--- src/rtl/ccsc_pkg.sv ---
// Shared constants and carrier types for the CPU clock source control block
package ccsc_pkg;

    // ****************
    // Register map (byte addresses, one word each)
    // ****************
    localparam logic [7:0] CCSC_OFS_CMC    = 8'h00; // clock_mode_configuration
    localparam logic [7:0] CCSC_OFS_CSC    = 8'h04; // oscillator_stop_control
    localparam logic [7:0] CCSC_OFS_CKC    = 8'h08; // system_clock_selection
    localparam logic [7:0] CCSC_OFS_STAT   = 8'h0c; // block status

    // ****************
    // clock_mode_configuration fields
    // ****************
    localparam int CMC_MAIN_EXT_CLK  = 7; // main_external_clock_select
    localparam int CMC_MAIN_OSC_MODE = 6; // main_oscillator_mode_select
    localparam int CMC_SUB_OSC_MODE  = 4; // sub_oscillator_mode_select
    localparam int CMC_SUB_GAIN_HI   = 2; // sub_amp_gain_hi
    localparam int CMC_SUB_GAIN_LO   = 1; // sub_amp_gain_lo
    localparam int CMC_MAIN_GAIN     = 0; // main_amp_gain
    localparam logic [7:0] CMC_WR_MASK = 8'hd7;
    localparam logic [7:0] CMC_RESET   = 8'h00;

    // ****************
    // oscillator_stop_control fields
    // ****************
    localparam int CSC_MAIN_STOP = 7; // main_oscillator_stop
    localparam int CSC_SUB_STOP  = 6; // sub_oscillator_stop
    localparam int CSC_FAST_STOP = 0; // internal_fast_osc_stop
    localparam logic [7:0] CSC_WR_MASK = 8'hc1;
    localparam logic [7:0] CSC_RESET   = 8'hc0;

    // ****************
    // system_clock_selection fields
    // ****************
    localparam int CKC_SUB_STATUS  = 7; // subsystem_status_flag, read only
    localparam int CKC_SUB_SELECT  = 6; // subsystem_select
    localparam int CKC_MAIN_STATUS = 5; // main_source_status_flag, read only
    localparam int CKC_MAIN_SELECT = 4; // main_clock_select
    localparam int CKC_SUB_DIV     = 3; // subsystem_divider
    localparam int CKC_DIV_HI      = 2; // divider_field_b2
    localparam logic [7:0] CKC_WR_MASK = 8'h5f;
    localparam logic [7:0] CKC_RESET   = 8'h09;

    // ****************
    // Status register fields
    // ****************
    localparam int STAT_SLOW_RUN   = 0;
    localparam int STAT_WDT_OPT    = 1;
    localparam int STAT_FAST20_OK  = 2;
    localparam int STAT_PIN_IN     = 3;
    localparam int STAT_PIN_OUT    = 4;
    localparam int STAT_CMC_LOCKED = 5;

    // ****************
    // Bus constants and divider limits
    // ****************
    localparam logic [2:0] CCSC_HSIZE_BYTE = 3'h0;
    localparam logic [2:0] CCSC_DIV_MAX    = 3'h5; // divide by 32
    localparam int         CCSC_CNT_W      = 5;

    // Clock sources the CPU may run from; the slow internal oscillator is absent
    typedef enum logic [2:0] {
        CCSC_SRC_FAST = 3'b001,
        CCSC_SRC_MAIN = 3'b010,
        CCSC_SRC_SUB  = 3'b100
    } ccsc_src_t;

    // Latched AHB address phase
    typedef struct packed {
        logic       valid;
        logic       write;
        logic [2:0] size;
        logic [7:0] addr;
    } ccsc_aphase_t;

    // Option byte values seen by this block
    typedef struct packed {
        logic wdt_enable;   // bit 4 of the option byte
        logic wdt_standby;  // bit 0 of the option byte
        logic fast_1mhz;    // internal fast oscillator strapped to 1 MHz
    } ccsc_opt_t;

endpackage

--- src/rtl/ccsc_switch.sv ---
// Glitch-free CPU clock source switch and divider built on source tick enables
`timescale 1ns/1ps
module ccsc_switch
    import ccsc_pkg::*;
(
    // Clock and reset
    input  wire logic      hclk,
    input  wire logic      hresetn,
    // Source ticks, one cycle each
    input  wire logic      tick_fast,
    input  wire logic      tick_main,
    input  wire logic      tick_sub,
    // Requested source and divider exponent
    input  ccsc_src_t      req_src,
    input  wire logic [2:0] req_div,
    // Results
    output logic           clk_en,
    output ccsc_src_t      act_src
);

    // ****************
    // Helpers
    // ****************
    // Reserved exponents fall back to divide by 32 and stay glitch-free
    function automatic logic [CCSC_CNT_W-1:0] div_limit(input logic [2:0] e);
        logic [2:0] ee;
        ee = (e > CCSC_DIV_MAX) ? CCSC_DIV_MAX : e; // RULE25
        div_limit = CCSC_CNT_W'((32'h1 << ee) - 32'h1);
    endfunction

    function automatic logic pick_tick(input ccsc_src_t s, input logic f,
                                       input logic m, input logic b);
        unique case (s)
            CCSC_SRC_FAST: pick_tick = f;
            CCSC_SRC_MAIN: pick_tick = m;
            CCSC_SRC_SUB:  pick_tick = b;
            default:       pick_tick = 1'b0;
        endcase
    endfunction

    logic [CCSC_CNT_W-1:0] cnt_ff;
    logic [CCSC_CNT_W-1:0] nxt_cnt;
    logic [2:0]            div_ff;
    logic [2:0]            nxt_div;
    ccsc_src_t             src_ff;
    ccsc_src_t             nxt_src;
    logic                  en_ff;
    logic                  nxt_en;
    logic                  tick;

    // ****************
    // Next state
    // ****************
    // Changes of source or ratio only land at the end of a full output
    // period, so no CPU clock pulse is ever shortened
    always_comb begin
        tick    = pick_tick(src_ff, tick_fast, tick_main, tick_sub);
        nxt_cnt = cnt_ff;
        nxt_div = div_ff;
        nxt_src = src_ff;
        nxt_en  = 1'b0;
        if (tick) begin
            if (cnt_ff >= div_limit(div_ff)) begin
                nxt_en  = 1'b1;                   // RULE23
                nxt_cnt = '0;
                nxt_src = req_src;                // RULE24
                nxt_div = req_div;
            end else begin
                nxt_cnt = cnt_ff + CCSC_CNT_W'(1);
            end
        end
    end

    // Registers
    always_ff @(posedge hclk or negedge hresetn) begin
        if (!hresetn) begin
            cnt_ff <= '0;
            div_ff <= 3'h1;
            src_ff <= CCSC_SRC_FAST; // RULE20
            en_ff  <= 1'b0;
        end else begin
            cnt_ff <= nxt_cnt;
            div_ff <= nxt_div;
            src_ff <= nxt_src;
            en_ff  <= nxt_en;
        end
    end

    assign clk_en  = en_ff;
    assign act_src = src_ff; // Status follows the source really in use
endmodule

--- src/rtl/ccsc_top.sv ---
// CPU clock source control: oscillator enables, source select and AHB registers
// Behaviour
// RULE1 - After reset both subsystem pins are plain input ports, not oscillator.
// RULE2 - Mode configuration accepts only its first write, and only as a byte.
// RULE3 - Software sets subsystem mode and all other mode fields in one write.
// RULE4 - Clearing the subsystem stop bit starts the subsystem oscillator.
// RULE5 - Software times subsystem stabilization itself; no hardware counter.
// RULE6 - Subsystem select runs CPU from subsystem clock, undivided or halved.
// RULE7 - Peripherals get the subsystem clock too, except a few own-clocked units.
// RULE8 - Converter and two-wire serial unit are unreliable on the subsystem clock.
// RULE9 - Two read-only flags report the active CPU clock source.
// RULE10 - Setting the subsystem stop bit stops the subsystem oscillator.
// RULE11 - Software checks the flag and halts users before stopping subsystem.
// RULE12 - STOP instruction leaves the subsystem oscillator running.
// RULE13 - Slow internal oscillator can never become the CPU clock.
// RULE14 - Slow oscillator starts after reset and clocks the enabled watchdog.
// RULE15 - While the watchdog runs, nothing in software can stop the slow oscillator.
// RULE16 - Slow oscillator stops on watchdog disabled, or standby without standby watchdog.
// RULE17 - Slow oscillator restarts when that standby mode is released.
// RULE18 - Clock selection resets to 09h, fast internal clock divided by two.
// RULE19 - The 20 MHz internal oscillator is unavailable with the 1 MHz option.
// RULE20 - CPU runs from the fast internal oscillator after reset, no setup.
// RULE21 - Software follows the documented sequence to reach a fast crystal clock.
// RULE22 - Software sets high-speed operation whenever the CPU exceeds 10 MHz.
// RULE23 - Main clock selection divides by 1 to 32 per three-bit field.
// RULE24 - Source switches without short pulses; flags change once switched.
// RULE25 - Prohibited divider settings stay reserved but remain glitch-free.
//
// The register offsets and the AHB-Lite slave port are this design's own decisions.
`timescale 1ns/1ps
module ccsc_top
    import ccsc_pkg::*;
(
    // Clock and reset
    input  wire logic        hclk,
    input  wire logic        hresetn,
    // AHB-Lite slave
    input  wire logic        hsel,
    input  wire logic [7:0]  haddr,
    input  wire logic [1:0]  htrans,
    input  wire logic        hwrite,
    input  wire logic [2:0]  hsize,
    input  wire logic [31:0] hwdata,
    input  wire logic        hready,
    output logic [31:0]      hrdata,
    output logic             hreadyout,
    output logic             hresp,
    // Oscillator waveforms arriving from the analog side
    input  wire logic        fast_osc_clk,
    input  wire logic        main_osc_clk,
    input  wire logic        sub_osc_clk,
    // Subsystem pins in port mode
    input  wire logic        port_pin_sub_in,
    input  wire logic        port_pin_sub_out,
    // Option byte and CPU standby state, same clock
    input  ccsc_opt_t        opt,
    input  wire logic        cpu_halt,
    input  wire logic        cpu_stop,
    // Oscillator controls
    output logic             sub_pin_osc_mode,
    output logic [1:0]       sub_amp_gain,
    output logic             sub_osc_enable,
    output logic             main_osc_enable,
    output logic             main_ext_clk,
    output logic             main_amp_gain,
    output logic             fast_osc_enable,
    output logic             fast20_allowed,
    output logic             slow_osc_enable,
    // CPU and peripheral clock enables
    output logic             cpu_clk_en,
    output logic             periph_clk_en,
    output logic             cpu_on_sub,
    output logic             cpu_on_main
);

    // ****************
    // Input synchronisers
    // ****************
    // Oscillator waveforms and pins belong to no clock of ours
    logic [4:0] sync1_ff;
    logic [4:0] sync2_ff;
    logic [2:0] osc_last_ff;
    logic [2:0] ticks;

    always_ff @(posedge hclk or negedge hresetn) begin
        if (!hresetn) begin
            sync1_ff    <= '0;
            sync2_ff    <= '0;
            osc_last_ff <= '0;
        end else begin
            sync1_ff    <= {port_pin_sub_out, port_pin_sub_in,
                            sub_osc_clk, main_osc_clk, fast_osc_clk};
            sync2_ff    <= sync1_ff;
            osc_last_ff <= sync2_ff[2:0];
        end
    end

    // Rising edges give one-cycle source ticks; oscillators must stay below hclk/2
    assign ticks = sync2_ff[2:0] & ~osc_last_ff;

    // ****************
    // Option byte capture
    // ****************
    // Strap is caught by a clocked process in the first cycle after release
    ccsc_opt_t opt_ff;
    ccsc_opt_t nxt_opt;
    logic      opt_done_ff;
    logic      nxt_opt_done;

    always_comb begin
        nxt_opt      = opt_ff;
        nxt_opt_done = 1'b1;
        if (!opt_done_ff) begin
            nxt_opt = opt;
        end
    end

    always_ff @(posedge hclk or negedge hresetn) begin
        if (!hresetn) begin
            opt_ff      <= '0;
            opt_done_ff <= 1'b0;
        end else begin
            opt_ff      <= nxt_opt;
            opt_done_ff <= nxt_opt_done;
        end
    end

    // ****************
    // AHB-Lite address phase capture
    // ****************
    ccsc_aphase_t ap_ff;
    ccsc_aphase_t nxt_ap;

    always_comb begin
        nxt_ap.valid = hsel & htrans[1] & hready;
        nxt_ap.write = hwrite;
        nxt_ap.size  = hsize;
        nxt_ap.addr  = haddr;
    end

    always_ff @(posedge hclk or negedge hresetn) begin
        if (!hresetn) begin
            ap_ff <= '0;
        end else begin
            ap_ff <= nxt_ap;
        end
    end

    // ****************
    // Register file
    // ****************
    logic [7:0] cmc_ff;
    logic [7:0] nxt_cmc;
    logic       cmc_lock_ff;
    logic       nxt_cmc_lock;
    logic [7:0] csc_ff;
    logic [7:0] nxt_csc;
    logic [7:0] ckc_ff;
    logic [7:0] nxt_ckc;
    logic       wr_en;
    ccsc_src_t  act_src;

    // Writes land in the data phase; reserved bits are masked off
    always_comb begin
        wr_en        = ap_ff.valid & ap_ff.write;
        nxt_cmc      = cmc_ff;
        nxt_cmc_lock = cmc_lock_ff;
        nxt_csc      = csc_ff;
        nxt_ckc      = ckc_ff;
        if (wr_en) begin
            unique case (ap_ff.addr)
                CCSC_OFS_CMC: begin
                    // Only one byte write ever counts; word writes are ignored
                    if (!cmc_lock_ff && ap_ff.size == CCSC_HSIZE_BYTE) begin // RULE2
                        nxt_cmc      = hwdata[7:0] & CMC_WR_MASK;
                        nxt_cmc_lock = 1'b1;
                    end
                end
                CCSC_OFS_CSC: nxt_csc = hwdata[7:0] & CSC_WR_MASK;
                CCSC_OFS_CKC: nxt_ckc = hwdata[7:0] & CKC_WR_MASK;
                default:      nxt_csc = csc_ff;
            endcase
        end
    end

    always_ff @(posedge hclk or negedge hresetn) begin
        if (!hresetn) begin
            cmc_ff      <= CMC_RESET;   // RULE1
            cmc_lock_ff <= 1'b0;
            csc_ff      <= CSC_RESET;
            ckc_ff      <= CKC_RESET;   // RULE18
        end else begin
            cmc_ff      <= nxt_cmc;
            cmc_lock_ff <= nxt_cmc_lock;
            csc_ff      <= nxt_csc;
            ckc_ff      <= nxt_ckc;
        end
    end

    // ****************
    // Read path
    // ****************
    // Read data is prepared in the address phase so the slave needs no wait state
    logic [31:0] nxt_rdata;
    logic        slow_en_ff;
    logic [31:0] rdata_ff;
    logic [7:0]  stat;
    logic [7:0]  ckc_view;

    always_comb begin
        ckc_view                  = ckc_ff;
        ckc_view[CKC_SUB_STATUS]  = (act_src == CCSC_SRC_SUB);  // RULE9
        ckc_view[CKC_MAIN_STATUS] = (act_src == CCSC_SRC_MAIN); // RULE9
        stat                      = 8'h00;
        stat[STAT_SLOW_RUN]       = slow_en_ff;
        stat[STAT_WDT_OPT]        = opt_ff.wdt_enable;
        stat[STAT_FAST20_OK]      = ~opt_ff.fast_1mhz;
        // Pins read as ports only while not handed to the oscillator
        stat[STAT_PIN_IN]         = sync2_ff[3] & ~cmc_ff[CMC_SUB_OSC_MODE];
        stat[STAT_PIN_OUT]        = sync2_ff[4] & ~cmc_ff[CMC_SUB_OSC_MODE];
        stat[STAT_CMC_LOCKED]     = cmc_lock_ff;
        nxt_rdata                 = rdata_ff;
        if (nxt_ap.valid && !hwrite) begin
            unique case (haddr)
                CCSC_OFS_CMC:  nxt_rdata = {24'h0, cmc_ff};
                CCSC_OFS_CSC:  nxt_rdata = {24'h0, csc_ff};
                CCSC_OFS_CKC:  nxt_rdata = {24'h0, ckc_view};
                CCSC_OFS_STAT: nxt_rdata = {24'h0, stat};
                default:       nxt_rdata = 32'h0;
            endcase
        end
    end

    always_ff @(posedge hclk or negedge hresetn) begin
        if (!hresetn) begin
            rdata_ff <= 32'h0;
        end else begin
            rdata_ff <= nxt_rdata;
        end
    end

    // ****************
    // Oscillator control
    // ****************
    logic       nxt_slow_en;
    logic [8:0] osc_ff;
    logic [8:0] nxt_osc;
    logic       standby;

    // Slow oscillator has no software control at all, so a runaway loop
    // cannot starve the watchdog
    always_comb begin
        standby     = cpu_halt | cpu_stop;
        nxt_slow_en = opt_ff.wdt_enable                          // RULE14 RULE15
                      & ~(standby & ~opt_ff.wdt_standby);        // RULE16 RULE17
        nxt_osc[0]  = cmc_ff[CMC_SUB_OSC_MODE];                  // RULE1
        nxt_osc[1]  = cmc_ff[CMC_SUB_OSC_MODE]
                      & ~csc_ff[CSC_SUB_STOP];                   // RULE4 RULE10 RULE12
        nxt_osc[2]  = cmc_ff[CMC_MAIN_OSC_MODE]
                      & ~csc_ff[CSC_MAIN_STOP] & ~cpu_stop;
        nxt_osc[3]  = cmc_ff[CMC_MAIN_EXT_CLK];
        nxt_osc[4]  = cmc_ff[CMC_MAIN_GAIN];
        nxt_osc[5]  = ~csc_ff[CSC_FAST_STOP] & ~cpu_stop;
        nxt_osc[6]  = ~opt_ff.fast_1mhz & opt_done_ff;           // RULE19
        nxt_osc[8:7] = {cmc_ff[CMC_SUB_GAIN_HI], cmc_ff[CMC_SUB_GAIN_LO]};
    end

    always_ff @(posedge hclk or negedge hresetn) begin
        if (!hresetn) begin
            slow_en_ff <= 1'b0;
            osc_ff     <= 9'h020; // Fast internal oscillator alone runs out of reset
        end else begin
            slow_en_ff <= nxt_slow_en;
            osc_ff     <= nxt_osc;
        end
    end

    // ****************
    // Source selection and divider
    // ****************
    // Subsystem select wins over main select; the slow oscillator has no code
    ccsc_src_t  req_src;
    logic [2:0] req_div;
    logic       clk_en;

    always_comb begin
        if (ckc_ff[CKC_SUB_SELECT]) begin
            req_src = CCSC_SRC_SUB;                          // RULE6 RULE13
            req_div = {2'b00, ckc_ff[CKC_SUB_DIV]};          // RULE6
        end else if (ckc_ff[CKC_MAIN_SELECT]) begin
            req_src = CCSC_SRC_MAIN;
            req_div = ckc_ff[CKC_DIV_HI:0];                  // RULE23
        end else begin
            req_src = CCSC_SRC_FAST;
            req_div = ckc_ff[CKC_DIV_HI:0];
        end
    end

    ccsc_switch u_switch (
        .hclk      (hclk),
        .hresetn   (hresetn),
        .tick_fast (ticks[0]),
        .tick_main (ticks[1]),
        .tick_sub  (ticks[2]),
        .req_src   (req_src),
        .req_div   (req_div),
        .clk_en    (clk_en),
        .act_src   (act_src)
    );

    // ****************
    // Outputs
    // ****************
    // Peripherals share the CPU enable; own-clocked units take other clocks
    assign hrdata           = rdata_ff;
    assign hreadyout        = 1'b1;
    assign hresp            = 1'b0;
    assign sub_pin_osc_mode = osc_ff[0];
    assign sub_osc_enable   = osc_ff[1];
    assign main_osc_enable  = osc_ff[2];
    assign main_ext_clk     = osc_ff[3];
    assign main_amp_gain    = osc_ff[4];
    assign fast_osc_enable  = osc_ff[5];
    assign fast20_allowed   = osc_ff[6];
    assign sub_amp_gain     = osc_ff[8:7];
    assign slow_osc_enable  = slow_en_ff;
    assign cpu_clk_en       = clk_en;
    assign periph_clk_en    = clk_en;  // RULE7
    assign cpu_on_sub       = (act_src == CCSC_SRC_SUB);
    assign cpu_on_main      = (act_src == CCSC_SRC_MAIN);
endmodule

--- config.mk ---
export PLATFORM = sky130hd
export DESIGN_NAME = ccsc_top
export DESIGN_NICKNAME = d
export VERILOG_FILES = /design/src/rtl/ccsc_pkg.sv /design/src/rtl/ccsc_switch.sv /design/src/rtl/ccsc_top.sv
export SDC_FILE = /design/constraint.sdc
export NUM_CORES = 1
export LEC_CHECK = 0
export BUFFER_PORTS_ARGS = -buffer_cell sky130_fd_sc_hd__buf_2
export CORE_MARGIN = 2
export CORE_UTILIZATION = 40
export CTS_BUF_LIST = sky130_fd_sc_hd__clkbuf_4 sky130_fd_sc_hd__clkbuf_8
export CTS_CLUSTER_SIZE = 10
export DETAILED_ROUTE_END_ITERATION = 7
export PLACE_DENSITY = 0.66
export SLEW_MARGIN = 20
export SYNTH_ARGS = -nofsm -noshare
export SYNTH_HDL_FRONTEND = slang
export SYNTH_HIERARCHICAL = 1
export SYNTH_SLANG_ARGS = --single-unit
--- constraint.sdc ---
create_clock -name hclk -period 6.5 [get_ports hclk]
set_clock_uncertainty 0.15 [all_clocks]
set_input_delay 0.65 -clock hclk [delete_from_list [all_inputs] [get_ports hclk]]
set_output_delay 0.65 -clock hclk [all_outputs]
set_load 0.05 [all_outputs]
### Word level (Yosys, flattened, before mapping)

Index checks and enable logic that the tools add are counted.

* bits in registers: 100
* output and inout port bits: 48
* word-level logic and storage cells: 78

* $add $sub $neg: 2
* order comparisons: 2
* equal/unequal tests: 8
* shifts and indexed selects: 1
* mux-type cells: 9
* bitwise gates (word level): 23
* reductions and logical operators: 11

Operator list (count)
* one-hot mux 8 bit (4 select lines): 1
* == test 8 x 4 -> 1 bit, second input constant: 3
* == test 8 x 3 -> 1 bit, second input constant: 2
* zero test 8 bit: 2
* bitwise AND 1 bit: 12
* 2-to-1 mux 3 bit: 3
* NOT 1 bit: 8
* AND reduction 2 bit: 3
* adder 5 x 1 -> 5 bit, second input constant: 1
* greater-or-equal comparator 5 bit: 1
* 2-to-1 mux 5 bit: 1
* left shift 1 x 3 -> 5 bit, first input constant: 1
* subtractor 5 x 1 -> 5 bit, second input constant: 1
* bitwise AND 3 bit: 1
* == test 3 x 1 -> 1 bit, second input constant: 1
* == test 3 x 2 -> 1 bit, second input constant: 1
* == test 3 bit, second input constant: 1
* greater-than comparator 3 bit, second input constant: 1
* zero test 3 bit: 1
* NOT 3 bit: 1
* one-hot mux 1 bit (3 select lines): 1
* AND reduction 3 bit: 1
* logical AND 1 bit: 2
* zero test 1 bit: 2
* 3 further kinds: 4

### Logic depth before layout (Yosys ltp)

* depth in word-level cells: 7
* gate-level depth with buffers: 10
* mapped depth without buffers: 10

### Cells and area by module

The synthesis kept the hierarchy.

By module, submodules not included
* ccsc_top: instances 1, cells each 173, area an instance 2494.9 µm², sequential area each 1607.8 µm²
* ccsc_switch: instances 1, cells each 65, area an instance 759.5 µm², sequential area each 302.8 µm²

### Worst setup path after synthesis

No wires, ideal clock.

* path kind: register to register
* start point: register u_switch.div_ff[1]
* end point: register u_switch.src_ff[1] (netlist: u_switch/act_src[1])
* library setup time: 0.125 ns
* arrival: 2.254 ns
* data required time: 6.225 ns
* path slack: 3.971 ns
* cell stages (with the launch flop): 10
* path buffers: 0
* cells stage by stage: dfrtp_1 -> or3_1 -> ha_1 -> xnor2_1 -> ha_1 -> a21oi_2 -> o21ai_2 -> a31oi_4 -> nor2_8 -> mux2_4

* cells in the longest elaborated chain, start to end: 6

RTL lines
* start, declared: line ccsc_switch.sv:43 `logic [2:0] div_ff;`
* start signal, assigned: line ccsc_switch.sv:83 `div_ff <= nxt_div;`
* greater-than comparator 3 bit: line ccsc_switch.sv:27 `ee = (e > CCSC_DIV_MAX) ? CCSC_DIV_MAX : e;`
* 2-to-1 mux 3 bit *: line ccsc_switch.sv:27
* left shift 1 x 3 -> 5 bit *: line ccsc_switch.sv:28 `div_limit = CCSC_CNT_W'((32'h1 << ee) - 32'h1);`
* subtractor 5 x 1 -> 5 bit *: line ccsc_switch.sv:28
* greater-or-equal comparator 5 bit *: line ccsc_switch.sv:63 `if (cnt_ff >= div_limit(div_ff)) begin`
* AND reduction 2 bit (no source line) *
* end signal, assigned: line ccsc_switch.sv:84 `src_ff <= nxt_src;`
* end, declared: line ccsc_switch.sv:45 `ccsc_src_t src_ff;`

Mark *: on every way between the ends. The rest lies on a longest branch, timed or not.
A chain may end at the register's enable or synchronous reset.

### Worst setup path after layout

* start point: register u_switch.div_ff[1]
* end point: register u_switch.div_ff[2]

* cells in the longest elaborated chain, start to end: 6

RTL lines (line)
* greater-than comparator 3 bit: ccsc_switch.sv:27
* 2-to-1 mux 3 bit *: ccsc_switch.sv:27
* left shift 1 x 3 -> 5 bit *: ccsc_switch.sv:28
* subtractor 5 x 1 -> 5 bit *: ccsc_switch.sv:28
* greater-or-equal comparator 5 bit *: ccsc_switch.sv:63
* AND reduction 2 bit (no source line) *

Marks and branches as above.

==> impl_metrics.ini <==
[yosys]
seq_area_frac_synth = 0.587
yosysTopAreaCellShare = 0.531
synth_cells = 238
ys.flop_type = dfrtp_1
yosysWarnings = 6
synth_top_cell_by_area = dfrtp_1
ys_async_sr_fraction = 1.00
avgSynthCellArea_um2 = 13.7
synth-edff-count = 0
syn_area_um2 = 3250
synth_cell_types = 51
synth.most_common_cell = dfrtp_1
synth_area_leaders = dfrtp_1 (53%), buf_4 (6.2%), dfstp_2 (5.7%), mux2_1 (4.8%), mux2_4 (2.8%)
synth-seq-cells = 76
synth_common_cells = dfrtp_1 (69), buf_4 (27), mux2_1 (14), nor2b_1 (10), nand2_1 (9)

[setup_path]
rr_startpoint = u_switch/div_ff[1]
setup.worst_path.start = u_switch/div_ff[1]
crit_path_end_kind = register
worstPathArrival_ps = 2760
start_kind = register
worstPathMaxFanout = 7
reg2regPathDepth = 9
endpoint = u_switch/div_ff[2]
rrSetupSlack_ps = 3810
rr_endpoint = u_switch/div_ff[2]
crit_required_ps = 6570
critPathKind = register to register

[detailed_routing]
drc = 0
drt_pass1_iterations = 4
vias = 1907
routed_wl_um = 5750
drt-initial-drc-count = 90
wl_per_cell_um = 14.2
via_per_inst = 4.71
antenna_left = 0

[floorplanning]
ioPinCount = 108
dieWidth_um = 94.2
fp.dieH_um = 94.2
dieArea_um2 = 8870
start_util = 0.417
row_count = 32
core-area_um2 = 7810

[placement]
dp_cells = 389
port_buffers = 55
dp_slack_ps = 3810
dpl.hpwl_um = 4130
gp_congestion = 0.741

[timing]
hold_violations = 0
min_period_over_period = 0.414
rsz0062_at_grt = false
finalSetupViolations = 0
maxSlewViolCount = 0
finalSetupTns_ps = 0
period_needed_ps = 2690
worstMarginPinSlew_ps = 934
setup_slack_ps = 3810
slew_headroom = 0.377
fmax_mhz = 372

[global_route]
grt_pass1_vias = 1859
grt-ovfl-total = 0
grt_first_pass_wirelength_um = 9480
antenna_found_initial = 0
track_usage = 0.142
grt_max_degree = 77

[cts]
cts_tree = yes
clkTransAtPathRegs_ps = 70
clkLatencyLatePin_ps = 340
cts_setup_buffers = 0
htree_levels = 3
clock-sinks = 76
ctsResizeCount = 0
cts_root_buffer = clkbuf_8
cts_buffer_depth = 2
hold_buffers = 0
cts_buffers = 9

[outcome]
outcome = completed

[run]
cap_viol_max_count = 0

[cells_and_area]
fin_nets = 365
n_antenna_cell = 0
drive_gt1_frac = 0.347
finalNonFillerCells = 405
fill_cells = 708
area_growth_pct = 16.1

[power_and_ir_drop]
powerDensity_nw_per_um2 = 266
vdd_ir_drop_max_v = 0.000169
p_leak_nw = 1.83

[min_path]
hold_class = register to register
==> metrics by stage <==
step           instance area, µm²  power [W]   util  hold WS, ps
6_report                     3780    0.00101  0.484          201
5_1_grt                      3780    0.00105  0.484          213
4_1_cts                      3780    0.00102  0.484          203
3_5_place_dp                 3530   0.000587  0.453          186
3_3_place_gp                 3530   0.000586  0.453          184
2_1_floorplan                3350   0.000571      -          181
==> worst max-delay path, stage by stage, from the launching register on <==
cell and delay, ps:
dfrtp_1 420, or3_1 390, ha_1 200, xnor2_1 130
ha_1 300, a21oi_2 140, o21ai_2 80, a31oi_4 360
nor2_8 90, mux2_4 310
==> cells in the final DEF, fill, tap and decap left out, drive strengths merged, types with 4 or more instances in the layout <==
| cell type | n |
|---|---|
| dfstp | 7 |
| nor3b | 4 |
| mux2i | 7 |
| dfrtp | 69 |
| ha | 7 |
| a22o | 7 |
| inv | 7 |
| mux2 | 25 |
| clkbuf | 10 |
| a21oi | 4 |
| nor2b | 11 |
| nand2 | 9 |
| buf | 55 |
| o21ai | 7 |
| nor2 | 6 |
| conb | 27 |
==> power by group <==
part	total, W	switching, W	internal [W]
clock network	0.000430	0.000170	0.000260
logic	0.0000803	0.0000612	0.0000191
registers	0.000496	0.00000766	0.000489
==> registers in the layout, indices dropped and copies added (netlist names) <==
name              flops
cmc_ff                6
sync1_ff              5
slow_osc_enable       1
u_switch/cnt_ff       5
opt_done_ff           1
cmc_lock_ff           1
sync2_ff              5
ckc_ff                6
ap_ff                13
u_switch/clk_en       1
csc_ff                3
u_switch/div_ff       3
hrdata                8
u_switch/act_src      3
osc_last_ff           3
osc_ff                9
opt_ff                3
==> cells by family after synthesis <==
family / synth area share
flops: 0.587
xor+xnor: 0.00269
mux: 0.122
simple gates: 0.112
fa+ha+maj: 0.0269
buf+inv: 0.0742
other cells: 0.00231
compound gates: 0.0731
==> worst min-delay path by stage <==
| stage | startpoint | slack [ps] | cells past startpoint | to |
|---|---|---|---|---|
| after floorplan | sync1_ff[0] | 180 | 0 | sync2_ff[0] |
| after global placement | sync1_ff[2] | 180 | 0 | sync2_ff[2] |
| after detailed placement | sync1_ff[1] | 190 | 0 | sync2_ff[1] |
| after CTS | sync1_ff[1] | 200 | 0 | sync2_ff[1] |
| after global routing | sync1_ff[1] | 210 | 0 | sync2_ff[1] |
| final | sync1_ff[1] | 200 | 0 | sync2_ff[1] |
==> cell type report <==
type / instances / area, µm² / share of cell area
Sequential cell: 76 / 1910 / 0.506
Multi-Input combinational cell: 150 / 1200 / 0.317
Timing Repair Buffer: 55 / 278 / 0.0735
Clock buffer: 10 / 131 / 0.0348
Tap cell: 102 / 128 / 0.0338
Clock inverter: 6 / 111 / 0.0295
Inverter: 6 / 22.5 / 0.00596
==> per-layer routing <==
metal / GRT usage / part of all wire / vias up
met5: 0 / 0 / -
met4: 0.0761 / 0.025 / 0
met3: 0.0297 / 0.049 / 11
met2: 0.208 / 0.47 / 57
met1: 0.196 / 0.45 / 938
li1: - / - / 901
Power figures use the tool's default switching activity.
